File: config.mk
export PLATFORM = sky130hd
export DESIGN_NAME = frf_top
export DESIGN_NICKNAME = d
export VERILOG_FILES = /design/src/frf_pkg.sv /design/src/frf_opmem.sv /design/src/frf_top.sv
export SDC_FILE = /design/constraint.sdc
export NUM_CORES = 1
export LEC_CHECK = 0
export BUFFER_PORTS_ARGS = -buffer_cell sky130_fd_sc_hd__buf_2
export CAP_MARGIN = 20
export CORE_MARGIN = 2
export CORE_UTILIZATION = 60
export DETAILED_ROUTE_END_ITERATION = 6
export GPL_TIMING_DRIVEN = 0
export PLACE_DENSITY_LB_ADDON = 0.25
export SKIP_CTS_REPAIR_TIMING = 1
export SYNTH_ARGS = -nofsm -noshare
export SYNTH_HDL_FRONTEND = slang
export SYNTH_SLANG_ARGS = --single-unit
File: constraint.sdc
create_clock -name clk -period 5.77 [get_ports clk]
set_clock_uncertainty 0.15 [all_clocks]
set_input_delay 0.2885 -clock clk [delete_from_list [all_inputs] [get_ports clk]]
set_output_delay 0.2885 -clock clk [all_outputs]
set_load 0.02 [all_outputs]
File: src/frf_pkg.sv
// constants and types of the function request facility
// Behaviour
// - in logical mode the control window map never changes, remap requests included
// - function requests enter only through the control window registers
// - every finished function updates status and, unless suppressed, pulses the interrupt request
// - a control bit suppresses interrupts for successful completions only
// - completion state shows whether a new request can be accepted
// - process index slot is qualified and locked when the opcode is written
// - one-byte opcode; writing it alone starts execution
// - up to seven 16-bit operands at rising addresses from the lowest slot
// - opcode alone sets operand count; higher slots are ignored
// - ordinal operands are unsigned 16-bit values
// - bit-field operands split into subfields chosen by the opcode
// - selector low subfield picks one of four segments, high subfield an index
// - selector resolution checks type, rights and bounds
// - completion state reads in-progress while a function executes
// - order: decode, fetch, operate, destination update, return value
// - finish writes success or fault and raises the interrupt request in the same cycle
// - a fault records extra fault information
// - request accesses are ordinary bus cycles without extra waits
// - return value low byte at lowest address; operands never altered
// - return value untouched by a successful function without return value
package frf_pkg;
   localparam int ADDR_W = 8;
   localparam logic [7:0] OFF_FSTATE = 8'h00;
   localparam logic [7:0] OFF_CTRL = 8'h04;
   localparam logic [7:0] OFF_PROC = 8'h08;
   localparam logic [7:0] OFF_OPCODE = 8'h0c;
   localparam logic [7:0] OFF_RETVAL = 8'h10;
   localparam logic [7:0] OFF_FAULT = 8'h14;
   localparam logic [7:0] OFF_WIN4 = 8'h18;
   localparam logic [7:0] OFF_DEST = 8'h1c;
   localparam logic [7:0] OFF_SEGLIM = 8'h20;
   localparam logic [7:0] OFF_SEGATTR = 8'h24;
   localparam logic [2:0] OPND_REGION = 3'h2;
   localparam int OPND_SLOTS = 7;
   localparam int FS_COMP_LSB = 0;
   localparam int FS_LOCK_BIT = 2;
   localparam int FS_LOGIC_BIT = 3;
   localparam int CTRL_SUPP_BIT = 0;
   localparam int OPC_RET_BIT = 7;
   localparam int OPC_CLS_LSB = 4;
   localparam int OPC_DEST_BIT = 3;
   localparam int OPC_CNT_LSB = 0;
   localparam logic [2:0] CTRL_WIN = 3'h4;
   localparam logic [31:0] CTRL_RST = 32'h0000_0000;
   localparam logic [15:0] PROC_RST = 16'h0000;
   localparam logic [31:0] WIN4_RST = 32'h0000_0000;
   localparam logic [31:0] SEGLIM_RST = 32'hffff_ffff;
   localparam logic [15:0] SEGATTR_RST = 16'h3333;
   localparam logic [2:0] CL_SUM = 3'h0;
   localparam logic [2:0] CL_FIELD = 3'h1;
   localparam logic [2:0] CL_SELECT = 3'h2;
   localparam logic [2:0] CL_REMAP = 3'h3;
   localparam logic [2:0] CL_STORE = 3'h4;
   localparam logic [7:0] FC_NONE = 8'h00;
   localparam logic [7:0] FC_PROC = 8'h01;
   localparam logic [7:0] FC_OPCODE = 8'h02;
   localparam logic [7:0] FC_BOUND = 8'h03;
   localparam logic [7:0] FC_RIGHTS = 8'h04;
   localparam logic [7:0] FC_TYPE = 8'h05;
   localparam logic [7:0] FC_REMAP = 8'h06;
   typedef enum logic [2:0] {
      ST_IDLE = 3'h0, ST_DECODE = 3'h1, ST_FETCH = 3'h2, ST_OPERATE = 3'h3,
      ST_DEST = 3'h4, ST_RETVAL = 3'h5, ST_DONE = 3'h6
   } frf_state_e;
   typedef enum logic [1:0] {
      CS_READY = 2'h0, CS_BUSY = 2'h1, CS_OK = 2'h2, CS_FAULT = 2'h3
   } frf_comp_e;
endpackage

File: src/frf_opmem.sv
// operand slot store, one write port and two registered read ports
`timescale 1ns/1ns
module frf_opmem #(
   parameter int DEPTH = 7,
   parameter int WIDTH = 16,
   parameter int AW = 3
) (
   // clock and reset
   input wire logic clk,
   input wire logic rst_n,
   // write port
   input wire logic we,
   input wire logic [AW-1:0] waddr,
   input wire logic [WIDTH-1:0] wdata,
   // bus read port
   input wire logic [AW-1:0] raddrA,
   output logic [WIDTH-1:0] rdataA,
   // execution read port
   input wire logic [AW-1:0] raddrB,
   output logic [WIDTH-1:0] rdataB
);
   logic [WIDTH-1:0] mem [DEPTH];

   always_ff @(posedge clk) begin
      if (we && (int'(waddr) < DEPTH)) begin
         mem[waddr] <= wdata;
      end
   end

   // out of range slots read as zero
   always_ff @(posedge clk or negedge rst_n) begin
      if (!rst_n) begin
         rdataA <= '0;
         rdataB <= '0;
      end else begin
         rdataA <= (int'(raddrA) < DEPTH) ? mem[raddrA] : '0;
         rdataB <= (int'(raddrB) < DEPTH) ? mem[raddrB] : '0;
      end
   end
endmodule

File: src/frf_top.sv
// function request facility: apb request area and serial function executor
//
// The register addresses and the APB register port were left to the implementer.
`timescale 1ns/1ns
module frf_top #(
   parameter int PROC_COUNT = 16
) (
   // clock and reset
   input wire logic clk,
   input wire logic rst_n,
   // apb slave
   input wire logic psel,
   input wire logic penable,
   input wire logic pwrite,
   input wire logic [frf_pkg::ADDR_W-1:0] paddr,
   input wire logic [31:0] pwdata,
   input wire logic [3:0] pstrb,
   output logic [31:0] prdata,
   output logic pready,
   output logic pslverr,
   // mode and host notification
   input wire logic logicalMode,
   output logic irqReq
);
   import frf_pkg::*;

   ////////////////////////////////////////////////////////////////////////////
   // request area registers
   logic [31:0] ctrl;
   logic [15:0] procIdx;
   logic [31:0] segLim;
   logic [15:0] segAttr;
   logic [31:0] retVal;
   logic [31:0] faultInfo;
   logic [31:0] win4Map;
   logic [31:0] destVal;
   frf_comp_e compState;
   logic locked;

   logic setupPh;
   logic wrAcc;
   logic busy;
   logic opndHit;
   logic [2:0] opndIdx;
   logic mapped;
   logic opcWr;
   logic opWe;

   assign busy = (compState == CS_BUSY);
   assign setupPh = psel && !penable;
   assign wrAcc = psel && penable && pwrite;
   assign opndIdx = paddr[4:2];
   assign opndHit = (paddr[7:5] == OPND_REGION) && (int'(opndIdx) < OPND_SLOTS) && (paddr[1:0] == 2'h0);

   always_comb begin
      case (paddr)
         OFF_FSTATE, OFF_CTRL, OFF_PROC, OFF_OPCODE, OFF_RETVAL, OFF_FAULT, OFF_WIN4, OFF_DEST,
         OFF_SEGLIM, OFF_SEGATTR: mapped = 1'b1;
         default: mapped = opndHit;
      endcase
   end

   // zero wait states; request area cycles are plain bus cycles
   assign pready = 1'b1;
   assign pslverr = psel && penable && !mapped;

   // opcode byte lane strobed at its offset starts a function
   assign opcWr = wrAcc && (paddr == OFF_OPCODE) && pstrb[0] && !busy;
   // operands are frozen while a function runs
   assign opWe = wrAcc && opndHit && (pstrb[1:0] != 2'h0) && !busy;

   always_ff @(posedge clk or negedge rst_n) begin
      if (!rst_n) begin
         ctrl <= CTRL_RST;
         procIdx <= PROC_RST;
         segLim <= SEGLIM_RST;
         segAttr <= SEGATTR_RST;
      end else if (wrAcc && (pstrb != 4'h0)) begin
         if (paddr == OFF_CTRL) begin
            ctrl <= pwdata;
         end
         // request slots ignored while busy, overlap gives no defined result
         if (!busy) begin
            if (paddr == OFF_PROC) begin
               procIdx <= pwdata[15:0];
            end
            if (paddr == OFF_SEGLIM) begin
               segLim <= pwdata;
            end
            if (paddr == OFF_SEGATTR) begin
               segAttr <= pwdata[15:0];
            end
         end
      end
   end

   ////////////////////////////////////////////////////////////////////////////
   // read data, captured in the setup phase
   logic [31:0] regRd;
   logic [31:0] regRdQ;
   logic opRdQ;
   logic [15:0] memRdA;
   logic [15:0] memRdB;
   logic [2:0] fetchCnt;

   always_comb begin
      case (paddr)
         OFF_FSTATE: regRd = {28'h0, logicalMode, locked, compState};
         OFF_CTRL: regRd = ctrl;
         OFF_PROC: regRd = {16'h0, procIdx};
         OFF_RETVAL: regRd = retVal;
         OFF_FAULT: regRd = faultInfo;
         OFF_WIN4: regRd = win4Map;
         OFF_DEST: regRd = destVal;
         OFF_SEGLIM: regRd = segLim;
         OFF_SEGATTR: regRd = {16'h0, segAttr};
         default: regRd = 32'h0;
      endcase
   end

   always_ff @(posedge clk or negedge rst_n) begin
      if (!rst_n) begin
         regRdQ <= 32'h0;
         opRdQ <= 1'b0;
      end else if (setupPh) begin
         regRdQ <= regRd;
         opRdQ <= opndHit;
      end
   end

   assign prdata = opRdQ ? {16'h0, memRdA} : regRdQ;

   frf_opmem #(.DEPTH(OPND_SLOTS), .WIDTH(16), .AW(3)) uOpmem (
      .clk(clk),
      .rst_n(rst_n),
      .we(opWe),
      .waddr(opndIdx),
      .wdata(pwdata[15:0]),
      .raddrA(opndIdx),
      .rdataA(memRdA),
      .raddrB(fetchCnt),
      .rdataB(memRdB)
   );

   ////////////////////////////////////////////////////////////////////////////
   // function executor
   frf_state_e state;
   logic [7:0] opcode;
   logic fetchPh;
   logic [31:0] acc;
   logic [15:0] op0;
   logic [15:0] op1;
   logic [31:0] result;
   logic [7:0] faultCode;
   logic [2:0] opCnt;
   logic [2:0] opCls;
   logic [1:0] selSeg;
   logic [13:0] selIdx;
   logic [7:0] selLim;
   logic [3:0] selAttr;
   logic [31:0] fieldMask;
   logic [31:0] next_result;
   logic [7:0] next_fault;

   assign opCnt = opcode[OPC_CNT_LSB +: 3];
   assign opCls = opcode[OPC_CLS_LSB +: 3];
   assign selSeg = op0[1:0];
   assign selIdx = op0[15:2];
   assign selLim = segLim[8*selSeg +: 8];
   assign selAttr = segAttr[4*selSeg +: 4];
   // width subfield holds width minus one
   assign fieldMask = (32'h2 << op0[7:4]) - 32'h1;

   always_comb begin
      next_result = 32'h0;
      next_fault = FC_NONE;
      case (opCls)
         CL_SUM: next_result = acc;
         CL_FIELD: next_result = ({16'h0, op1} >> op0[3:0]) & fieldMask;
         CL_SELECT: begin
            if ((op1[1:0] & ~selAttr[1:0]) != 2'h0) begin
               next_fault = FC_RIGHTS;
            end else if (op1[3:2] != selAttr[3:2]) begin
               next_fault = FC_TYPE;
            end else if ({2'h0, selIdx} > {8'h0, selLim}) begin
               next_fault = FC_BOUND;
            end
            next_result = {14'h0, selSeg, 2'h0, selIdx};
         end
         CL_REMAP: begin
            if ((op0[2:0] == CTRL_WIN) && logicalMode) begin
               next_fault = FC_REMAP;
            end
         end
         CL_STORE: next_result = {op1, op0};
         default: next_fault = FC_OPCODE;
      endcase
   end

   always_ff @(posedge clk or negedge rst_n) begin
      if (!rst_n) begin
         state <= ST_IDLE;
         opcode <= 8'h0;
         fetchCnt <= 3'h0;
         fetchPh <= 1'b0;
         acc <= 32'h0;
         op0 <= 16'h0;
         op1 <= 16'h0;
         result <= 32'h0;
         faultCode <= FC_NONE;
         compState <= CS_READY;
         locked <= 1'b0;
         retVal <= 32'h0;
         faultInfo <= 32'h0;
         win4Map <= WIN4_RST;
         destVal <= 32'h0;
         irqReq <= 1'b0;
      end else begin
         irqReq <= 1'b0;
         case (state)
            ST_IDLE: begin
               if (opcWr) begin
                  opcode <= pwdata[7:0];
                  compState <= CS_BUSY;
                  fetchCnt <= 3'h0;
                  fetchPh <= 1'b0;
                  acc <= 32'h0;
                  faultCode <= FC_NONE;
                  state <= ST_DECODE;
               end
            end
            ST_DECODE: begin
               if (int'(procIdx) >= PROC_COUNT) begin
                  faultCode <= FC_PROC;
                  state <= ST_DONE;
               end else if (opCls > CL_STORE) begin
                  faultCode <= FC_OPCODE;
                  state <= ST_DONE;
               end else begin
                  locked <= 1'b1;
                  state <= ST_FETCH;
               end
            end
            ST_FETCH: begin
               // one slot per two cycles: address, then registered data
               if (fetchCnt == opCnt) begin
                  state <= ST_OPERATE;
               end else if (!fetchPh) begin
                  fetchPh <= 1'b1;
               end else begin
                  acc <= acc + {16'h0, memRdB};
                  if (fetchCnt == 3'h0) begin
                     op0 <= memRdB;
                  end
                  if (fetchCnt == 3'h1) begin
                     op1 <= memRdB;
                  end
                  fetchCnt <= fetchCnt + 3'h1;
                  fetchPh <= 1'b0;
               end
            end
            ST_OPERATE: begin
               result <= next_result;
               faultCode <= next_fault;
               state <= (next_fault != FC_NONE) ? ST_DONE : ST_DEST;
            end
            ST_DEST: begin
               if (opcode[OPC_DEST_BIT]) begin
                  destVal <= result;
               end
               // only the control window map is stored; in logical mode its remap already faulted in operate
               if ((opCls == CL_REMAP) && (op0[2:0] == CTRL_WIN)) begin
                  win4Map <= {16'h0, op1};
               end
               state <= ST_RETVAL;
            end
            ST_RETVAL: begin
               if (opcode[OPC_RET_BIT]) begin
                  retVal <= result;
               end
               state <= ST_DONE;
            end
            ST_DONE: begin
               locked <= 1'b0;
               if (faultCode != FC_NONE) begin
                  compState <= CS_FAULT;
                  faultInfo <= {8'h0, procIdx[7:0], opcode, faultCode};
                  irqReq <= 1'b1;
               end else begin
                  compState <= CS_OK;
                  irqReq <= !ctrl[CTRL_SUPP_BIT];
               end
               state <= ST_IDLE;
            end
            default: state <= ST_IDLE;
         endcase
      end
   end
endmodule

Word level (Yosys, flattened, before mapping). Memory sizes are Yosys's and may differ from the RTL's. Index checks and enable logic that the tools add are counted.

Flip-flop bits (word level): 388. Memory bits (writable): 112. Bits of input ports: 50. Output and inout port bits: 35. Logic and storage cells: 170. Memories: 1.

Add/sub/neg operators: 3. $lt $le $gt $ge: 5. Equal/unequal tests: 32. Shift operators: 4. Mux-type cells: 43. Bitwise operators: 5. Reductions and logical operators: 53.

Memory list: uOpmem.mem (depth 7, width 16, read ports 2, clocked after memory_dff 0, wr ports 1, line frf_opmem.sv:22) `logic [WIDTH-1:0] mem [DEPTH];`.

Operators with widths (number): 32-bit case mux with 9 select lines (1); 32-bit two-way mux (4); 32-bit case mux with 4 select lines (1); 32-bit case mux with 2 select lines (1); 32-bit by 16-bit adder with 32-bit output (1); 32-bit bitwise AND (1); 8-bit by 5-bit equality test with 1-bit output (second input constant) (4); 16-bit two-way mux (2); 32-bit by 6-bit variable part select with 8-bit output (1); 2-bit by 4-bit << shifter with 32-bit output (first input constant) (1); 16-bit by 4-bit right shift with 32-bit output (1); 32-bit by 1-bit subtractor with 32-bit output (second input constant) (1); 3-bit two-way mux (10); 8-bit two-way mux (3); 8-bit case mux with 3 select lines (1); 3-bit case mux with 6 select lines (1); 3-bit AND reduction (6); 8-bit by 4-bit equality test with 1-bit output (second input constant) (2); 8-bit by 6-bit equality test with 1-bit output (second input constant) (2); 16-bit by 5-bit >= comparator with 1-bit output (second input constant) (1); 1-bit logical AND (16); 2-bit AND reduction (8); 8-bit nonzero test (2); 16-bit by 5-bit variable part select with 4-bit output (1); other kinds (32) (73).

Logic depth before layout (Yosys ltp). Gate-level depths: netlist (run 1).

Word-level depth: 9. Depth in mapped cells: 14. Depth with buffers taken out: 10.

By module. From an unflattened synthesis (run 1), not the netlist that was laid out.

Cells, all modules: 1981. Area total of the unflattened synthesis: 23969.2 µm².

Modules (own cells, without submodules): frf_top (instances 1, cells an instance 1598, area an instance 17727.0 µm², seq. area each 8708.4 µm²); frf_opmem (instances 1, cells an instance 383, area an instance 6242.2 µm², seq. area each 4164.0 µm²).

Least setup slack after synthesis (run 1). Ideal clock, no wire load.

Path type: register to register. From: register op0[0]. To: register state[1]. Setup time: 0.144 ns. Data arrival time: 3.891 ns. Required time: 5.476 ns. Path slack: 1.585 ns. Stages on the path, launching flop included: 15. Path buffers: 4. Clock period less this slack: 4.185 ns. Path through: dfrtp_1 -> clkbuf_1 -> buf_1 -> buf_1 -> clkbuf_1 -> mux4_2 -> inv_1 -> ha_1 -> a21oi_1 -> nand3_1 -> o21a_1 -> o22a_1 -> or4_1 -> a21oi_1 -> a221oi_1.

Cells in the longest elaborated chain, start to end: 9. Elaborated cells on any way between the ends: 17. Those cells by class: order compare (1); eq/ne (2); shift (2); mux (7); bitwise (2); reduce/logical (3).

Ends and longest elaborated chain: start, declared (line frf_top.sv:151) `logic [15:0] op0;`; start signal, assigned (line frf_top.sv:253) `op0 <= memRdB;`; 32-bit by 6-bit variable part select with 8-bit output or 16-bit by 5-bit variable part select with 4-bit output (tied branches) (line frf_top.sv:169, frf_top.sv:170); 14-bit by 8-bit greater-than comparator with 1-bit output or 2-bit NOT (tied branches) (line frf_top.sv:185, frf_top.sv:181); 2-bit two-way mux or 2-bit bitwise AND (tied branches) (line frf_top.sv:185, frf_top.sv:181); 3-bit two-way mux or 2-bit nonzero test (tied branches) (line frf_top.sv:183, frf_top.sv:181); 3-bit two-way mux (line frf_top.sv:181) `if ((op1[1:0] & ~selAttr[1:0]) != 2'h0) begin`; 3-bit case mux with 3 select lines (*) (line frf_top.sv:177) `case (opCls)`; 8-bit nonzero test (*) (line frf_top.sv:265) `state <= (next_fault != FC_NONE) ? ST_DONE : ST_DEST;`; 2-bit two-way mux (*) (line frf_top.sv:265); 3-bit case mux with 6 select lines (*) (line frf_top.sv:220) `case (state)`; end signal, assigned (line frf_top.sv:265); end, declared (line frf_top.sv:147) `frf_state_e state;`.

Every way passes the cells marked *; elsewhere a longest branch is shown, timed or not. A chain may end at the register's enable or synchronous reset.

Worst setup path after layout (run 1). Ends and elaborated chain as after synthesis.

==> impl_metrics.xml, run 1 <==
<?xml version="1.0" encoding="UTF-8"?>
<metrics>
  <group name="route">
    <metric name="iter_0_drt_violations" unit="">2271</metric>
    <metric name="tritonroute_pass_1_iters" unit="">7</metric>
    <metric name="avgRoutedWirePerCell" unit="um">29.0</metric>
    <metric name="drt_wl_total" unit="um">76800</metric>
    <metric name="drc" unit="">0</metric>
    <metric name="detailroute.via_count" unit="">17700</metric>
    <metric name="via_per_inst" unit="">6.69</metric>
    <metric name="final_antenna_net_count" unit="">0</metric>
  </group>
  <group name="cts">
    <metric name="cts_sinks" unit="">490</metric>
    <metric name="clk_buf_depth" unit="">3</metric>
    <metric name="clkLatencyLatePin" unit="ps">610</metric>
    <metric name="tritoncts" unit="">yes</metric>
    <metric name="root_buffer" unit="">clkbuf_16</metric>
    <metric name="clk_pin_slew" unit="ps">60</metric>
    <metric name="tritoncts.num_buffers" unit="">51</metric>
    <metric name="h-tree-depth" unit="">2</metric>
  </group>
  <group name="placement">
    <metric name="gp_routability_congestion" unit="">0.978</metric>
    <metric name="place.detailed.hpwl" unit="um">56500</metric>
    <metric name="io_buffer_count" unit="">83</metric>
  </group>
  <group name="power">
    <metric name="seq_power_share" unit="%">41.5</metric>
    <metric name="internal_power" unit="uW">7070</metric>
    <metric name="clock_power_share" unit="%">29.3</metric>
    <metric name="finalPower" unit="uW">11100</metric>
    <metric name="power_frac_comb" unit="%">29.3</metric>
    <metric name="total_switching_power" unit="uW">4000</metric>
    <metric name="swShare" unit="%">36.1</metric>
    <metric name="power_per_cell_area" unit="mW/mm^2">416</metric>
    <metric name="vdd.ir_drop.worst" unit="uV">446</metric>
    <metric name="cellLeakagePower" unit="uW">0.0114</metric>
  </group>
  <group name="global_route">
    <metric name="gr-usage-all-layers" unit="%">38.1</metric>
    <metric name="total_gr_overflow" unit="">0</metric>
    <metric name="initial_antenna_violation_count" unit="">1</metric>
    <metric name="grt_pass1_vias" unit="">17200</metric>
    <metric name="wire_length_of_the_first_global_routing_pass" unit="um">113000</metric>
    <metric name="largest_net_degree_at_the_start_of_global_routing" unit="">128</metric>
  </group>
  <group name="finish">
    <metric name="diodes" unit="">0</metric>
    <metric name="mostFrequentLayoutCells" unit="">dfrtp_1, mux2_2, nand2_1</metric>
    <metric name="design.final.nets" unit="">2170</metric>
    <metric name="layout.cells.most_common" unit="">dfrtp_1</metric>
    <metric name="post_route_cells_drive_above_1_share" unit="%">24.0</metric>
    <metric name="area.growth.synth_to_final" unit="%">13.8</metric>
  </group>
  <group name="setup_path">
    <metric name="cp_data_required_time" unit="ps">6080</metric>
    <metric name="reg2reg_slack" unit="ps">250</metric>
    <metric name="crit_arrival" unit="ps">5830</metric>
    <metric name="worstSetupStartpointType" unit="">flop</metric>
    <metric name="timing.critical_path.fanout_max" unit="">10</metric>
    <metric name="cp-end-kind" unit="">flop</metric>
    <metric name="critical_path_class" unit="">flop to flop</metric>
  </group>
  <group name="floorplan">
    <metric name="die_h" unit="um">201</metric>
    <metric name="die_area" unit="sq mm">0.0406</metric>
    <metric name="core-area" unit="sq mm">0.0386</metric>
    <metric name="placementRows" unit="">72</metric>
    <metric name="die_width" unit="um">201</metric>
    <metric name="start_util" unit="%">60.6</metric>
    <metric name="io-pin-count" unit="">85</metric>
  </group>
  <group name="synth">
    <metric name="synth_adder_area_share" unit="%">1.58</metric>
    <metric name="nets_in_the_synthesized_netlist" unit="">1990</metric>
    <metric name="synth-compound-area-share" unit="%">12.1</metric>
    <metric name="synth_seq_area_share" unit="%">55.1</metric>
    <metric name="post_synth_instance_area" unit="sq mm">0.0234</metric>
    <metric name="synth_edf_count" unit="">112</metric>
    <metric name="ys_dominant_reg_cell" unit="">dfrtp_1</metric>
    <metric name="syn-instance-count" unit="">1911</metric>
    <metric name="post_synth_and_or_nand_nor_area_fraction" unit="%">8.18</metric>
    <metric name="ys_types" unit="">65</metric>
    <metric name="synth.area.mux_share" unit="%">19.4</metric>
    <metric name="ys.warnings.count" unit="">0</metric>
    <metric name="async_reset_ff_share" unit="%">77.1</metric>
    <metric name="synth_top_family_by_area" unit="">multiplexers</metric>
    <metric name="synth.ff_latch_count" unit="">490</metric>
    <metric name="synthXorXnorAreaFrac" unit="%">1.27</metric>
    <metric name="synth.avg_cell_area" unit="sq um">12.2</metric>
  </group>
  <group name="timing">
    <metric name="timing.max_slew.rel_slack" unit="%">19.1</metric>
    <metric name="timing.fmax" unit="GHz">0.181</metric>
    <metric name="period_share" unit="%">95.6</metric>
    <metric name="setup_total_negative_slack" unit="ps">0</metric>
    <metric name="hold_viol_final" unit="">0</metric>
    <metric name="final.min_clock_period" unit="ps">5520</metric>
    <metric name="tightest_slew" unit="ps">1210</metric>
    <metric name="setup_repair_after_global_routing_missed_its_margin" unit="">no</metric>
    <metric name="finalSetupViolCount" unit="">0</metric>
    <metric name="slew_viol_final" unit="">0</metric>
  </group>
  <group name="run_status">
    <metric name="run_status" unit="">finished clean</metric>
  </group>
  <group name="min_path">
    <metric name="hold_path.class" unit="">input port to flop</metric>
  </group>
  <group name="run">
    <metric name="drv.max_cap_violation_count" unit="">0</metric>
  </group>
</metrics>
-- stage by stage --
| step | utilization (%) | hold WS, ps | cell area (sq um) | std cells | setup WS [ps] |
|---|---|---|---|---|---|
| finish | 69.0 | 18.6 | 26600 | 2650 | 251 |
| CTS | 68.1 | -507 | 26300 | 2614 | 337 |
| global placement | 63.4 | 303 | 24400 | 2512 | -2840 |
| floorplan | - | -157 | 23400 | 1911 | 1580 |
| global route | 69.0 | 10.4 | 26600 | 2650 | 68.8 |
| detailed placement | 63.9 | 116 | 24600 | 2520 | 406 |
-- power by group through the flow --
| stage | registers [uW] | logic, uW | clock network (uW) |
|---|---|---|---|
| 3_3_place_gp | 4600 | 3060 | 0 |
| 5_1_grt | 4600 | 3520 | 3400 |
| 2_1_floorplan | 4240 | 2280 | 0 |
| 4_1_cts | 4550 | 3170 | 3240 |
| 6_report | 4590 | 3240 | 3240 |
| 3_5_place_dp | 4610 | 3140 | 0 |
-- kinds of logic (layout without fill, tap and decap cells) --
kind of cell	after synthesis	in the layout
AO/OA/AOI/OAI	419	419
AND/OR/NAND/NOR	428	428
XOR/XNOR	34	34
adder cells (fa/ha/maj)	29	29
multiplexers	368	368
buffers and inverters	142	363
flip-flops	490	490
other	1	1
-- routing by layer --
metal  routed length (um)  track usage (%)  vias to the layer above  part of all wire [%]
met5                    0                0                        -                     0
met4                 4140             18.2                        0                   5.4
met3                 7240             7.82                      202                   9.4
met2                34700             57.8                     1005                    45
met1                30700             53.0                     9049                    40
li1                     -                -                     7484                     -
-- cells in the mapped netlist (23+ instances only) --
library cell	instances	area, sq um
a21o_1	24	180
a21oi_1	89	445
a22o_1	25	219
a22oi_1	56	420
buf_1	24	90.1
clkbuf_1	95	357
dfrtp_1	338	8460
dfstp_2	40	1050
edfxtp_1	112	3360
ha_1	28	350
mux2_2	237	2670
mux2i_1	86	861
mux4_2	45	1010
nand2_1	187	702
nor2_1	114	428
nor2b_1	23	144
nor3_1	24	120
o21a_1	24	180
o21ai_0	75	375
-- area by class of cell --
| class | count | area, sq um |
|---|---|---|
| Buffer | 123 | 469 |
| Clock buffer | 71 | 1440 |
| Clock inverter | 23 | 186 |
| Fill cell | 2797 | 12000 |
| Inverter | 19 | 71.3 |
| Multi-Input combinational cell | 1279 | 9990 |
| Sequential cell | 490 | 12900 |
| Tap cell | 518 | 648 |
| Timing Repair Buffer | 127 | 926 |
-- worst paths after layout --
| path | cells past startpoint | start | end |
|---|---|---|---|
| max | 14 | op0[0]$_DFFE_PN0P_ | state[1]$_DFFE_PN0P_ |
| min | 1 | pwdata[4] | uOpmem.mem[0][4]$_DFFE_PP_ |
| max reg2reg | 14 | op0[0]$_DFFE_PN0P_ | state[1]$_DFFE_PN0P_ |
| min reg2reg | 1 | regRdQ[22]$_DFFE_PN0P_ | regRdQ[22]$_DFFE_PN0P_ |
| max in group asynchronous | 4 | rst_n | segAttr[13]$_DFFE_PN1P_ |
| min in group asynchronous | 2 | rst_n | regRdQ[28]$_DFFE_PN0P_ |
-- sequential cells by signal, indices dropped and copies added, names as in the netlist, 32 cells and up --
signal	flops
result	32
regRdQ	32
acc	32
segLim	32
destVal	32
ctrl	32
uOpmem.mem	112
retVal	32
-- worst max-delay path: stages, from the launching register on --
cell      delay [ps]
dfrtp_1          340
clkbuf_1         470
buf_1            530
buf_1            590
clkbuf_1         750
mux4_2           600
inv_1             90
ha_1             280
a21oi_1          170
nand3_1          110
o21a_1           200
o22a_1           240
or4_1            510
a21oi_1          230
a221oi_1         110
Power figures use the tool's default switching activity.
==> run 2: changes to the inputs <==
CAP_MARGIN = default   (was 20)
PLACE_DENSITY = 0.88   (was default)
PLACE_DENSITY_LB_ADDON = default   (was 0.25)
==> run 2 against run 1 <==
Net effect:
- total power down 0.35%
- worst hold slack worse by 9.0 ps
- combinational power about the same
- the flow now finishes with violations (design-rule violations)
- sequential power about the same
- wire length up 2.4%
- critical endpoint unchanged
==> impl_metrics.xml, run 2 (synthesized netlist as in run 1, its figures left out) <==
<?xml version="1.0" encoding="UTF-8"?>
<metrics>
  <group name="setup_path">
    <metric name="crit_arrival" unit="ps">5630</metric>
    <metric name="timing.critical_path.fanout_max" unit="">10</metric>
    <metric name="critical_path_class" unit="">flop to flop</metric>
    <metric name="worstSetupStartpointType" unit="">flop</metric>
    <metric name="cp-end-kind" unit="">flop</metric>
    <metric name="cp_data_required_time" unit="ps">6070</metric>
  </group>
  <group name="placement">
    <metric name="dpl_cell_area" unit="sq mm">0.0246</metric>
    <metric name="dpl_worst_slack" unit="ps">571</metric>
    <metric name="io_buffer_count" unit="">83</metric>
    <metric name="gp_routability_congestion" unit="">0.993</metric>
    <metric name="place.detailed.hpwl" unit="um">56000</metric>
  </group>
  <group name="route">
    <metric name="tritonroute_pass_1_iters" unit="">7</metric>
    <metric name="drc" unit="">1</metric>
    <metric name="avgRoutedWirePerCell" unit="um">29.7</metric>
    <metric name="detailroute.via_count" unit="">18300</metric>
    <metric name="final_antenna_net_count" unit="">0</metric>
    <metric name="drt_wl_total" unit="um">78700</metric>
    <metric name="iter_0_drt_violations" unit="">2976</metric>
    <metric name="via_per_inst" unit="">6.91</metric>
  </group>
  <group name="finish">
    <metric name="area.growth.synth_to_final" unit="%">13.7</metric>
    <metric name="layout.cells.most_common" unit="">dfrtp_1</metric>
    <metric name="largest_register_ffs" unit="">112</metric>
    <metric name="finish.instance_area" unit="sq mm">0.0266</metric>
    <metric name="design.final.nets" unit="">2166</metric>
    <metric name="layout.filler_cells" unit="">2641</metric>
    <metric name="largest_register" unit="">uOpmem.mem</metric>
    <metric name="mostFrequentLayoutCells" unit="">dfrtp_1, mux2_2, nand2_1</metric>
    <metric name="layout.core_utilization" unit="%">68.9</metric>
    <metric name="post_route_cells_drive_above_1_share" unit="%">23.9</metric>
  </group>
  <group name="global_route">
    <metric name="total_gr_overflow" unit="">0</metric>
    <metric name="largest_net_degree_at_the_start_of_global_routing" unit="">132</metric>
    <metric name="gr-usage-all-layers" unit="%">38.9</metric>
    <metric name="initial_antenna_violation_count" unit="">1</metric>
    <metric name="grt_pass1_vias" unit="">17900</metric>
    <metric name="wire_length_of_the_first_global_routing_pass" unit="um">116000</metric>
  </group>
  <group name="floorplan">
    <metric name="core-area" unit="sq mm">0.0386</metric>
    <metric name="die_width" unit="um">201</metric>
    <metric name="placementRows" unit="">72</metric>
    <metric name="die_area" unit="sq mm">0.0406</metric>
    <metric name="io-pin-count" unit="">85</metric>
    <metric name="die_h" unit="um">201</metric>
    <metric name="start_util" unit="%">60.6</metric>
  </group>
  <group name="cts">
    <metric name="clkLatencyLatePin" unit="ps">620</metric>
    <metric name="clk_pin_slew" unit="ps">60</metric>
    <metric name="h-tree-depth" unit="">2</metric>
    <metric name="tritoncts" unit="">yes</metric>
    <metric name="tritoncts.num_buffers" unit="">50</metric>
    <metric name="root_buffer" unit="">clkbuf_16</metric>
    <metric name="cts_sinks" unit="">490</metric>
    <metric name="clk_buf_depth" unit="">3</metric>
  </group>
  <group name="timing">
    <metric name="setup_total_negative_slack" unit="ps">0</metric>
    <metric name="period_share" unit="%">92.4</metric>
    <metric name="tightest_slew" unit="ps">1410</metric>
    <metric name="slew_viol_final" unit="">0</metric>
    <metric name="hold_slack" unit="ps">9.62</metric>
    <metric name="setup_repair_after_global_routing_missed_its_margin" unit="">no</metric>
    <metric name="timing.fmax" unit="GHz">0.188</metric>
    <metric name="final.setup.worst_slack" unit="ps">437</metric>
    <metric name="finalSetupViolCount" unit="">0</metric>
    <metric name="timing.max_slew.rel_slack" unit="%">5.03</metric>
    <metric name="hold_viol_final" unit="">0</metric>
    <metric name="final.min_clock_period" unit="ps">5330</metric>
  </group>
  <group name="power">
    <metric name="vdd.ir_drop.worst" unit="uV">257</metric>
    <metric name="cellLeakagePower" unit="uW">0.0113</metric>
    <metric name="power_per_cell_area" unit="mW/mm^2">415</metric>
  </group>
  <group name="run_status">
    <metric name="run_status" unit="">complete, but fails checks</metric>
    <metric name="violations" unit="">design-rule violations</metric>
  </group>
  <group name="min_path">
    <metric name="hold_path.class" unit="">input port to flop</metric>
  </group>
  <group name="run">
    <metric name="drv.max_cap_violation_count" unit="">0</metric>
  </group>
</metrics>
-- run 2: report_power, final --
part	internal [uW]	switching [uW]	leakage, uW
clock network	1800	1400	0.000789
logic	1290	1960	0.00465
registers	3940	641	0.00590
-- run 2: area by class of cell --
type	count	area [sq um]	share of cell area (%)
buffer	123	469	1.77
clock inverter	24	204	0.767
antenna	2	5.00	0.0188
clock buffer	70	1410	5.29
inverter	19	71.3	0.268
sequential	490	12900	48.4
tap	518	648	2.44
timing repair buffer	124	906	3.41
multi-input combinational	1279	9990	37.6
-- run 2: path summary, 6_finish.rpt --
path	startpoint	to	slack, ps	cells after the start
hold reg to reg	regRdQ[17]$_DFFE_PN0P_	regRdQ[17]$_DFFE_PN0P_	320	1
hold / removal	paddr[6]	opRdQ$_DFFE_PN0P_	10	3
min in group asynchronous	rst_n	ctrl[28]$_DFFE_PN0P_	50	2
setup / recovery	op0[0]$_DFFE_PN0P_	state[1]$_DFFE_PN0P_	440	14
setup reg to reg	op0[0]$_DFFE_PN0P_	state[1]$_DFFE_PN0P_	440	14
max in group asynchronous	rst_n	segAttr[2]$_DFFE_PN0P_	3910	4
-- run 2: worst max-delay path, stage by stage (launching register included) --
cell      delay (ps)
dfrtp_1          320
clkbuf_1         440
buf_1            480
buf_1            520
clkbuf_1         720
mux4_2           610
inv_1             80
ha_1             270
a21oi_1          180
nand3_1          110
o21a_1           190
o22a_1           230
or4_1            510
a21oi_1          240
a221oi_1         110
-- run 2: layer usage --
metal  vias to the layer above  track usage, %  share of wire [%]  wire [um]
met2                      1339            61.1                 46      36100
met4                         0            20.7                6.9       5430
met5                         -               0                  0          0
li1                       7491               -                  -          -
met3                       345            7.45                 10       8160
met1                      9118            52.0                 37      29000
-- run 2: through the flow --
stage	total power (uW)	instances
floorplan	6530	1911
global placement	7590	2512
detailed placement	7700	2520
CTS	10900	2614
global route	11400	2647
finish	11000	2649
